===== src/rtl/smc_pkg.sv =====
// Package of constants and types for the safeguard muting controller.
package smc_pkg;

   // Clock rate and timing constants.
   localparam int unsigned CLK_HZ          = 25_000_000;
   localparam int unsigned RST_MIN_MS      = 250;
   localparam int unsigned RST_MAX_MS      = 2000;
   localparam int unsigned MUTE_SKEW_MS    = 3000;
   localparam int unsigned BD_SHORT_S      = 30;
   localparam int unsigned BD_LONG_S       = 60;
   localparam int unsigned FEEDBACK_MS     = 100;
   localparam int unsigned FLASH_MS        = 250;
   localparam int unsigned MS_CYC          = CLK_HZ / 1000;
   localparam int unsigned RST_MIN_CYC     = (RST_MIN_MS * MS_CYC);
   localparam int unsigned RST_MAX_CYC     = (RST_MAX_MS * MS_CYC);
   localparam int unsigned MUTE_SKEW_CYC   = (MUTE_SKEW_MS * MS_CYC);
   localparam int unsigned SEC_CYC         = CLK_HZ;
   localparam int unsigned FEEDBACK_CYC    = (FEEDBACK_MS * MS_CYC);
   localparam int unsigned FLASH_CYC       = (FLASH_MS * MS_CYC);

   // Display codes.
   localparam logic [7:0] DISP_DASH  = 8'hF0;
   localparam logic [7:0] DISP_BLANK = 8'hFF;
   localparam logic [7:0] DISP_ERR   = 8'hE1;

   // Backdoor timer selection.
   typedef enum logic [1:0] {SMC_BD_OFF, SMC_BD_30, SMC_BD_60} smc_bd_t;

   // Top-level state.
   typedef enum logic [2:0] {SMC_ST_STOP, SMC_ST_WAIT, SMC_ST_RUN, SMC_ST_MUTE, SMC_ST_FAULT} smc_st_t;

   // Configuration switches.
   typedef struct packed {
      logic    manual_reset;
      logic    one_way;
      logic    permit_used;
      logic    permit_bypass_switch;
      logic    monitoring_disable_switch;
      logic    channel_count_switch;
      smc_bd_t backdoor;
   } smc_cfg_t;

   // Indicator outputs.
   typedef struct packed {
      logic       green;
      logic       yellow;
      logic       red;
      logic       mute_lamp;
      logic [1:0] main_ch_led;
      logic [1:0] supp_ch_led;
      logic [7:0] display;
   } smc_ind_t;

endpackage


===== src/rtl/smc_muting_controller.sv =====
// Safeguard muting controller driving a redundant safety output pair.
//
// Overview of operation
// - Manual reset accepted after contact held 0.25 to 2 s, then released.
// - Auto reset with inputs satisfied: outputs on, green lit, dash shown.
// - Manual mode awaiting reset: yellow flashes and dash is displayed.
// - Stop input opening outside mute turns outputs off until it recloses.
// - Mute begins only when first sensor pair activates within 3 s.
// - Mute indicator is on while muted.
// - Main safeguard stop during mute drops its LEDs, keeps outputs and green.
// - Backdoor timer counts down on display when main opens muted; else dash flashes.
// - Sensors cleared and main closed before expiry ends mute, outputs stay on.
// - One-way muting refuses mute when second pair leads first pair.
// - With permit configured, mute may begin only while permit contact closed.
// - Permit opening during mute is ignored but must reclose before next mute.
// - Bypass switch makes mute always permitted.
// - Both switch banks off: one feedback channel monitored.
// - Disable off, channel count on: both feedback channels monitored.
// - Disable on: feedback monitoring skipped.
// - Green channel LEDs lit per channel, each while its own channel carries go.
// - Both safety outputs switch off together.
// - Channel mismatch outside the reset wait withholds reset until both channels open and close.
`timescale 1ns/1ps
`default_nettype none

module smc_muting_controller
   import smc_pkg::*;
#(
   parameter int unsigned RST_MIN   = RST_MIN_CYC,
   parameter int unsigned RST_MAX   = RST_MAX_CYC,
   parameter int unsigned MUTE_SKEW = MUTE_SKEW_CYC,
   parameter int unsigned SEC       = SEC_CYC,
   parameter int unsigned FB_TIME   = FEEDBACK_CYC,
   parameter int unsigned FLASH     = FLASH_CYC
) (
   // Clock and reset.
   input  wire logic       clk_i,
   input  wire logic       rstn_i,
   // Stop inputs, channel A and B (high means go).
   input  wire logic [1:0] main_safeguard_stop_input_i,
   input  wire logic [1:0] supplemental_stop_input_i,
   // Operator and machine contacts.
   input  wire logic       reset_contact_i,
   input  wire logic       mute_window_permit_i,
   input  wire logic       feedback_input_one_i,
   input  wire logic       feedback_input_two_i,
   input  wire logic       fault_clear_i,
   // Mute sensors.
   input  wire logic       mute_sensor_a1_i,
   input  wire logic       mute_sensor_a2_i,
   input  wire logic       mute_sensor_b1_i,
   input  wire logic       mute_sensor_b2_i,
   // Configuration.
   input  wire smc_cfg_t   cfg_i,
   // Outputs.
   output logic [1:0]      safety_output_pair_o,
   output smc_ind_t        ind_o,
   output logic            fault_o
);

   // ****************************************
   // Internal state.
   // ****************************************

   // All state of the module; one packed struct keeps the register and its next value in step.
   typedef struct packed {
      smc_st_t    st;
      logic [31:0] rst_cnt;
      logic        rst_seen;
      logic        armed_main;
      logic        armed_supp;
      logic [31:0] skew_cnt;
      logic        skew_run;
      logic        b_first;
      logic        permit_spent;
      logic [31:0] sec_cnt;
      logic [6:0]  bd_left;
      logic [31:0] fb_cnt;
      logic [31:0] fl_cnt;
      logic        fl;
      logic [1:0]  out;
      smc_ind_t    ind;
      logic        fault;
   } smc_state_t;

   smc_state_t s_q, s_d;

   // ****************************************
   // Input decoding.
   // ****************************************

   // Decodes both channels of an interface as go.
   function automatic logic both_go(input logic [1:0] ch);
      both_go = &ch;
   endfunction

   // Decodes a channel mismatch (one open, one closed).
   function automatic logic mismatch(input logic [1:0] ch);
      mismatch = ^ch;
   endfunction

   logic a_pair, b_pair, a_any, permit_ok, fb_ok;
   logic main_go, supp_go;

   // Input decoding.
   always_comb begin
      a_pair  = mute_sensor_a1_i & mute_sensor_a2_i;
      b_pair  = mute_sensor_b1_i & mute_sensor_b2_i;
      a_any   = mute_sensor_a1_i | mute_sensor_a2_i;
      main_go = both_go(main_safeguard_stop_input_i);
      supp_go = both_go(supplemental_stop_input_i);
      // A bypass or an unused permit treats muting as allowed.
      permit_ok = cfg_i.permit_bypass_switch | ~cfg_i.permit_used
                  | (mute_window_permit_i & ~s_q.permit_spent);
      // Feedback contacts are closed while the outputs are off.
      if (cfg_i.monitoring_disable_switch) begin
         fb_ok = 1'b1;
      end else if (cfg_i.channel_count_switch) begin
         fb_ok = feedback_input_one_i & feedback_input_two_i;
      end else begin
         fb_ok = feedback_input_one_i;
      end
   end

   // ****************************************
   // Next-state logic.
   // ****************************************

   // Next-state logic.
   always_comb begin
      // Every field defaults to its held value, so a branch that says nothing keeps it.
      s_d = s_q;
      // Flash timebase.
      if (s_q.fl_cnt >= FLASH - 1) begin
         s_d.fl_cnt = '0;
         s_d.fl     = ~s_q.fl;
      end else begin
         s_d.fl_cnt = s_q.fl_cnt + 32'd1;
      end
      // Re-arm an interface only after both channels were seen open, so a
      // stuck channel cannot be masked by a single-channel cycle.
      if (main_safeguard_stop_input_i == 2'b00) begin
         s_d.armed_main = 1'b1;
      end
      if (supplemental_stop_input_i == 2'b00) begin
         s_d.armed_supp = 1'b1;
      end
      // Permit must reclose before another mute.
      if (!mute_window_permit_i) begin
         s_d.permit_spent = 1'b0;
      end
      // Sensor pair skew window. The counter saturates at the limit, so a pair
      // that stays half-active for a long time can never wrap back into the window.
      if (!a_pair && !a_any && !b_pair) begin
         s_d.skew_run = 1'b0;
         s_d.skew_cnt = '0;
         s_d.b_first  = 1'b0;
      end else begin
         if (b_pair && !a_any) begin
            s_d.b_first = 1'b1;
         end
         if (a_any && !s_q.skew_run) begin
            s_d.skew_run = 1'b1;
         end
         if (s_q.skew_run && s_q.skew_cnt < MUTE_SKEW) begin
            s_d.skew_cnt = s_q.skew_cnt + 32'd1;
         end
      end
      // Reset contact hold timer.
      s_d.rst_seen = 1'b0;
      if (reset_contact_i) begin
         if (s_q.rst_cnt <= RST_MAX) begin
            s_d.rst_cnt = s_q.rst_cnt + 32'd1;
         end
      end else begin
         s_d.rst_cnt  = '0;
         s_d.rst_seen = (s_q.rst_cnt >= RST_MIN) && (s_q.rst_cnt <= RST_MAX);
      end
      // Feedback check: outputs off must see contacts closed in time.
      if (s_q.out == 2'b00 && !fb_ok) begin
         s_d.fb_cnt = s_q.fb_cnt + 32'd1;
      end else begin
         s_d.fb_cnt = '0;
      end

      // Main sequence.
      case (s_q.st)
         SMC_ST_STOP: begin
            s_d.out = 2'b00;
            if (main_go && supp_go && s_q.armed_main && s_q.armed_supp && fb_ok) begin
               s_d.st = cfg_i.manual_reset ? SMC_ST_WAIT : SMC_ST_RUN;
            end
         end
         SMC_ST_WAIT: begin
            s_d.out = 2'b00;
            if (!(main_go && supp_go)) begin
               s_d.st = SMC_ST_STOP;
            end else if (s_q.rst_seen) begin
               s_d.st = SMC_ST_RUN;
            end
         end
         SMC_ST_RUN: begin
            s_d.out = 2'b11;
            if (!main_go || !supp_go) begin
               s_d.out = 2'b00;
               s_d.st  = SMC_ST_STOP;
               if (!main_go) s_d.armed_main = 1'b0;
               if (!supp_go) s_d.armed_supp = 1'b0;
            end else if (a_pair && s_q.skew_cnt < MUTE_SKEW && permit_ok
                         && !(cfg_i.one_way && s_q.b_first)) begin
               s_d.st           = SMC_ST_MUTE;
               s_d.permit_spent = cfg_i.permit_used;
               s_d.sec_cnt      = '0;
               s_d.bd_left      = (cfg_i.backdoor == SMC_BD_60) ? 7'(BD_LONG_S) : 7'(BD_SHORT_S);
            end
         end
         SMC_ST_MUTE: begin
            // Main safeguard stop is suspended; supplemental stop is not, so a
            // person entering beside the muted object still stops the machine.
            s_d.out = 2'b11;
            if (s_q.sec_cnt >= SEC - 1) begin
               s_d.sec_cnt = '0;
               if (s_q.bd_left != 7'd0) s_d.bd_left = s_q.bd_left - 7'd1;
            end else begin
               s_d.sec_cnt = s_q.sec_cnt + 32'd1;
            end
            if (!supp_go) begin
               s_d.out = 2'b00;
               s_d.st  = SMC_ST_STOP;
               s_d.armed_supp = 1'b0;
            end else if (cfg_i.backdoor != SMC_BD_OFF && s_q.bd_left == 7'd0) begin
               s_d.out = 2'b00;
               s_d.st  = SMC_ST_STOP;
               s_d.armed_main = main_go ? s_q.armed_main : 1'b0;
            end else if (!a_pair && !b_pair && main_go) begin
               s_d.st = SMC_ST_RUN;
            end
         end
         SMC_ST_FAULT: begin
            s_d.out = 2'b00;
            if (fault_clear_i) s_d.st = SMC_ST_STOP;
         end
         default: begin
            s_d.st  = SMC_ST_FAULT;
            s_d.out = 2'b00;
         end
      endcase

      // Feedback failure forces the fault state; a channel mismatch alone does not.
      // The fault state is left only through the clear input, never by itself.
      if (s_q.fb_cnt >= FB_TIME
          || mismatch(main_safeguard_stop_input_i) && s_q.st != SMC_ST_MUTE && s_q.fb_cnt >= FB_TIME) begin
         s_d.st  = SMC_ST_FAULT;
         s_d.out = 2'b00;
      end
      s_d.fault = (s_d.st == SMC_ST_FAULT);

      // Indicators.
      s_d.ind.main_ch_led = main_safeguard_stop_input_i;
      s_d.ind.supp_ch_led = supplemental_stop_input_i;
      s_d.ind.green       = (s_d.out == 2'b11);
      s_d.ind.yellow      = (s_d.st == SMC_ST_WAIT) & s_q.fl;
      s_d.ind.red         = s_d.fault & s_q.fl;
      s_d.ind.mute_lamp   = (s_d.st == SMC_ST_MUTE);
      if (s_d.fault) begin
         s_d.ind.display = DISP_ERR;
      end else if (s_d.st == SMC_ST_MUTE && !main_go) begin
         if (cfg_i.backdoor != SMC_BD_OFF) begin
            s_d.ind.display = {1'b0, s_d.bd_left};
         end else begin
            s_d.ind.display = s_q.fl ? DISP_DASH : DISP_BLANK;
         end
      end else begin
         s_d.ind.display = DISP_DASH;
      end
   end

   // ****************************************
   // State register and outputs.
   // ****************************************

   // State register; outputs start off and both interfaces armed after power-on.
   // Starting armed lets a power-up with go inputs run without a stop cycle first.
   always_ff @(posedge clk_i or negedge rstn_i) begin
      if (!rstn_i) begin
         s_q             <= '0;
         s_q.st          <= SMC_ST_STOP;
         s_q.armed_main  <= 1'b1;
         s_q.armed_supp  <= 1'b1;
         s_q.ind.display <= DISP_DASH;
      end else begin
         s_q <= s_d;
      end
   end

   // Outputs straight from flip-flops.
   assign safety_output_pair_o = s_q.out;
   assign ind_o                = s_q.ind;
   assign fault_o              = s_q.fault;

endmodule

`default_nettype wire


===== config.mk =====
export PLATFORM = sky130hd
export DESIGN_NAME = smc_muting_controller
export DESIGN_NICKNAME = d
export VERILOG_FILES = /design/src/rtl/smc_pkg.sv /design/src/rtl/smc_muting_controller.sv
export SDC_FILE = /design/constraint.sdc
export NUM_CORES = 1
export LEC_CHECK = 0
export BUFFER_PORTS_ARGS = -buffer_cell sky130_fd_sc_hd__buf_2
export CAP_MARGIN = 20
export CORE_ASPECT_RATIO = 1.5
export CORE_UTILIZATION = 67
export DETAILED_ROUTE_END_ITERATION = 6
export PLACE_DENSITY = 0.86
export SETUP_SLACK_MARGIN = 0.4
export SLEW_MARGIN = 0
export SYNTH_ARGS = -nofsm -noshare
export SYNTH_HDL_FRONTEND = slang
export SYNTH_SLANG_ARGS = --single-unit
export TNS_END_PERCENT = 10

===== constraint.sdc =====
create_clock -name clk_i -period 6.56 [get_ports clk_i]
set_input_delay 0.328 -clock clk_i [delete_from_list [all_inputs] [get_ports clk_i]]
set_output_delay 0.328 -clock clk_i [all_outputs]
set_load 0.02 [all_outputs]

==> results.sh <==
export IMPL_synth_compound_area_share_pct=13.6
export IMPL_grt_max_degree=113
export IMPL_htree_levels=4
export IMPL_synth_top_family_by_area="simple AND/OR/NAND/NOR gates"
export IMPL_rr_worst_depth=6
export IMPL_worstPathMaxFanout=53
export IMPL_dp_hpwl_um=14000
export IMPL_routed_via_density=6.30
export IMPL_netlist_instances=1058
export IMPL_areaGrowthSynthToFinish_pct=8.41
export IMPL_wl_per_cell_um=16.6
export IMPL_post_cts_buffers=0
export IMPL_grt_overflow=0
export IMPL_place_gp_congestion=0.864
export IMPL_start_util_pct=68.9
export IMPL_final_layout_size_suffix_gt1_share_pct=9.62
export IMPL_start_kind="flip-flop"
export IMPL_maxCapViolCount=0
export IMPL_synth_cell_types=75
export IMPL_final_nets=1111
export IMPL_syn_area_um2=10100
export IMPL_rows=54
export IMPL_routed_wl_um=21400
export IMPL_numCtsBuffers=17
export IMPL_ys_seq_area_share_pct=48.3
export IMPL_peakVddDrop_v=0.000178
export IMPL_synthFlopType="dfrtp_1"
export IMPL_ios=42
export IMPL_synth_edff_count=0
export IMPL_slowest_stage="o311a_1"
export IMPL_synthAdderAreaFrac_pct=1.12
export IMPL_status="finished with violations"
export IMPL_leakage_nw=4.49
export IMPL_yosysWarningCount=0
export IMPL_holdBufCountCts=0
export IMPL_worst_slew_pin_slew_ns=0.861
export IMPL_end_kind="flip-flop"
export IMPL_antenna_found_initial=3
export IMPL_detail_route_antenna_nets=0
export IMPL_synth_xor_area_share_pct=5.92
export IMPL_die_area_um2=15500
export IMPL_first_iter_violations=398
export IMPL_arrival_ns=3.42
export IMPL_required_ns=6.89
export IMPL_vias=8116
export IMPL_critPathTopFamily="compound AO/OA/AOI/OAI gates"
export IMPL_power_total_mw=2.38
export IMPL_synth_avg_cell_area_um2=9.51
export IMPL_clk_pin_slew_ns=0.07
export IMPL_final_setup_tns_ns=0
export IMPL_grt_pass1_wl_um=36800
export IMPL_skew_ns=0.00958
export IMPL_hp_class="primary input to async pin"
export IMPL_fin_crit_sh_pct=47.0
export IMPL_finalMaxSlewViolations=0
export IMPL_path_depth=6
export IMPL_power_density_nw_per_um2=218
export IMPL_synthSimpleGateAreaFrac_pct=25.0
export IMPL_rsz0062_at_grt="false"
export IMPL_insertion_delay_ns=0.45
export IMPL_ys_ff_latch=194
export IMPL_timing_critical_path_buf_inv=0
export IMPL_die_y_um=152
export IMPL_cts_resized=0
export IMPL_period_needed_ns=3.09
export IMPL_fmax_mhz=324
export IMPL_synthMuxAreaShare_pct=1.70
export IMPL_fill_cells=1085
export IMPL_cts_max_path_buffers=2
export IMPL_io_buffers=41
export IMPL_drt_pre_antenna_iters=5
export IMPL_whs_ns=-0.00375
export IMPL_grt_pass1_vias=7875
export IMPL_cts_root_buf="clkbuf_16"
export IMPL_slowest_delay_ns=0.68
export IMPL_track_usage_pct=29.6
export IMPL_setup_viol=0
export IMPL_violations="hold timing"
export IMPL_antenna_diode_count=0
export IMPL_clock_sinks=194
export IMPL_cts_tree="yes"
export IMPL_path_cells="or4_1 > nor4b_2 > o311a_1 > o31a_4 > nor4b_1 > o21a_1"
export IMPL_timing_hold_violations_final=4
export IMPL_drc_errors=0
export IMPL_slew_headroom_pct=42.1
export IMPL_die_x_um=102
export IMPL_async_reset_ff_share_pct=100
export IMPL_worstSetupPathType="flip-flop to flip-flop"
export IMPL_core_area_um2=14600
## power breakdown
group | switching, mW | internal, mW | total [mW]
registers | 0.0273 | 1.22 | 1.25
logic | 0.0787 | 0.0392 | 0.118
clock network | 0.472 | 0.542 | 1.01
total | 0.578 | 1.80 | 2.38
## cells in the mapped netlist, drive strengths merged (9+ instances only)
cell	n	area share, %
dfrtp	188	47
nor2	121	4.6
nand2	74	2.8
nand3	62	3.1
a21oi	55	2.7
o21ai	50	2.5
xnor2	48	4.2
inv	35	1.3
nor3	33	1.7
or3	33	2.1
buf	30	2.1
nand4	30	1.9
nor4	25	1.7
clkbuf	23	0.86
or4	23	1.8
xor2	20	1.7
and3	16	1.0
mux2i	16	1.6
o31ai	15	1.1
and2	13	0.81
and4	13	1.1
nor4b	10	0.93
a31oi	9	0.56
ha	9	1.1
o21bai	9	0.67
## final timing paths
check,startpoint,end,slack [ns]
min in group clk_i,main_safeguard_stop_input_i[0],ind_o[10],0.06
worst min-delay path,rstn_i,s_q[54],-0.004
worst max register to register,s_q[149],s_q[119],3.47
worst max-delay path,s_q[149],s_q[119],3.47
worst min register to register,s_q[20],s_q[20],0.47
max in group asynchronous,rstn_i,ind_o[5],5.37
## flip-flops by register name, summed over array words and instances, names as in the netlist
register and flops:
fault_o 1, ind_o 15, s_q 177, safety_output_pair_o 1
## logic make-up (layout without fill, tap and decap cells)
family | count (synthesis) | after routing
buf+inv | 89 | 115
fa+ha+maj | 9 | 9
flops | 194 | 194
xor+xnor | 68 | 68
compound gates | 205 | 205
other cells | 1 | 9
simple gates | 475 | 475
mux | 17 | 17
## metal layers
metal / vias up / share of wire, % / GRT usage (%)
met2: 209 / 50 / 48.2
li1: 3849 / - / -
met4: 4 / 2.1 / 9.86
met3: 45 / 4.8 / 6.53
met5: - / 0.094 / 0
met1: 4009 / 43 / 39.1
## cell type report
class                           instances  area (µm²)  area share [%]
Tap cell                              196         245            2.25
Clock buffer                           20         447            4.10
Inverter                               36         135            1.24
Sequential cell                       194        4860            44.6
Timing Repair Buffer                   47         294            2.70
Clock inverter                         12         121            1.11
Multi-Input combinational cell        783        4800            44.0
## per-stage QoR
stage	hold slack [ns]	setup slack (ns)	utilization, %	cells	instance area, µm²
after floorplan	0.0324	4.19	-	1066	10100
after global placement	0.448	3.64	70.4	1253	10300
after detailed placement	0.462	3.53	70.5	1254	10300
after CTS	0.0345	3.53	74.4	1286	10900
after global routing	0.0466	3.20	74.7	1288	10900
final	-0.00375	3.47	74.7	1288	10900
## cells in the final DEF (no fill, tap or decap), types with 7 or more instances in the layout
cell,Yosys,final
o211ai_1,7,7
and2_1,12,12
xnor2_1,48,48
ha_1,9,9
and4_1,13,13
o31ai_1,15,15
xor2_1,20,20
o21a_1,8,8
and3_1,16,16
nand4_1,30,30
o21ai_0,46,46
a31oi_1,9,9
conb_1,1,9
a21oi_1,55,54
nand3_1,62,62
nor3_1,31,31
mux2i_1,16,16
o21bai_1,9,9
buf_2,5,40
nor4b_1,9,9
or4_1,22,22
nand2_1,73,73
nor4_1,23,23
dfrtp_1,188,188
inv_1,35,35
clkbuf_16,0,17
nor2_1,119,119
a211oi_1,8,8
or3_1,33,33
Power figures use the tool's default switching activity.
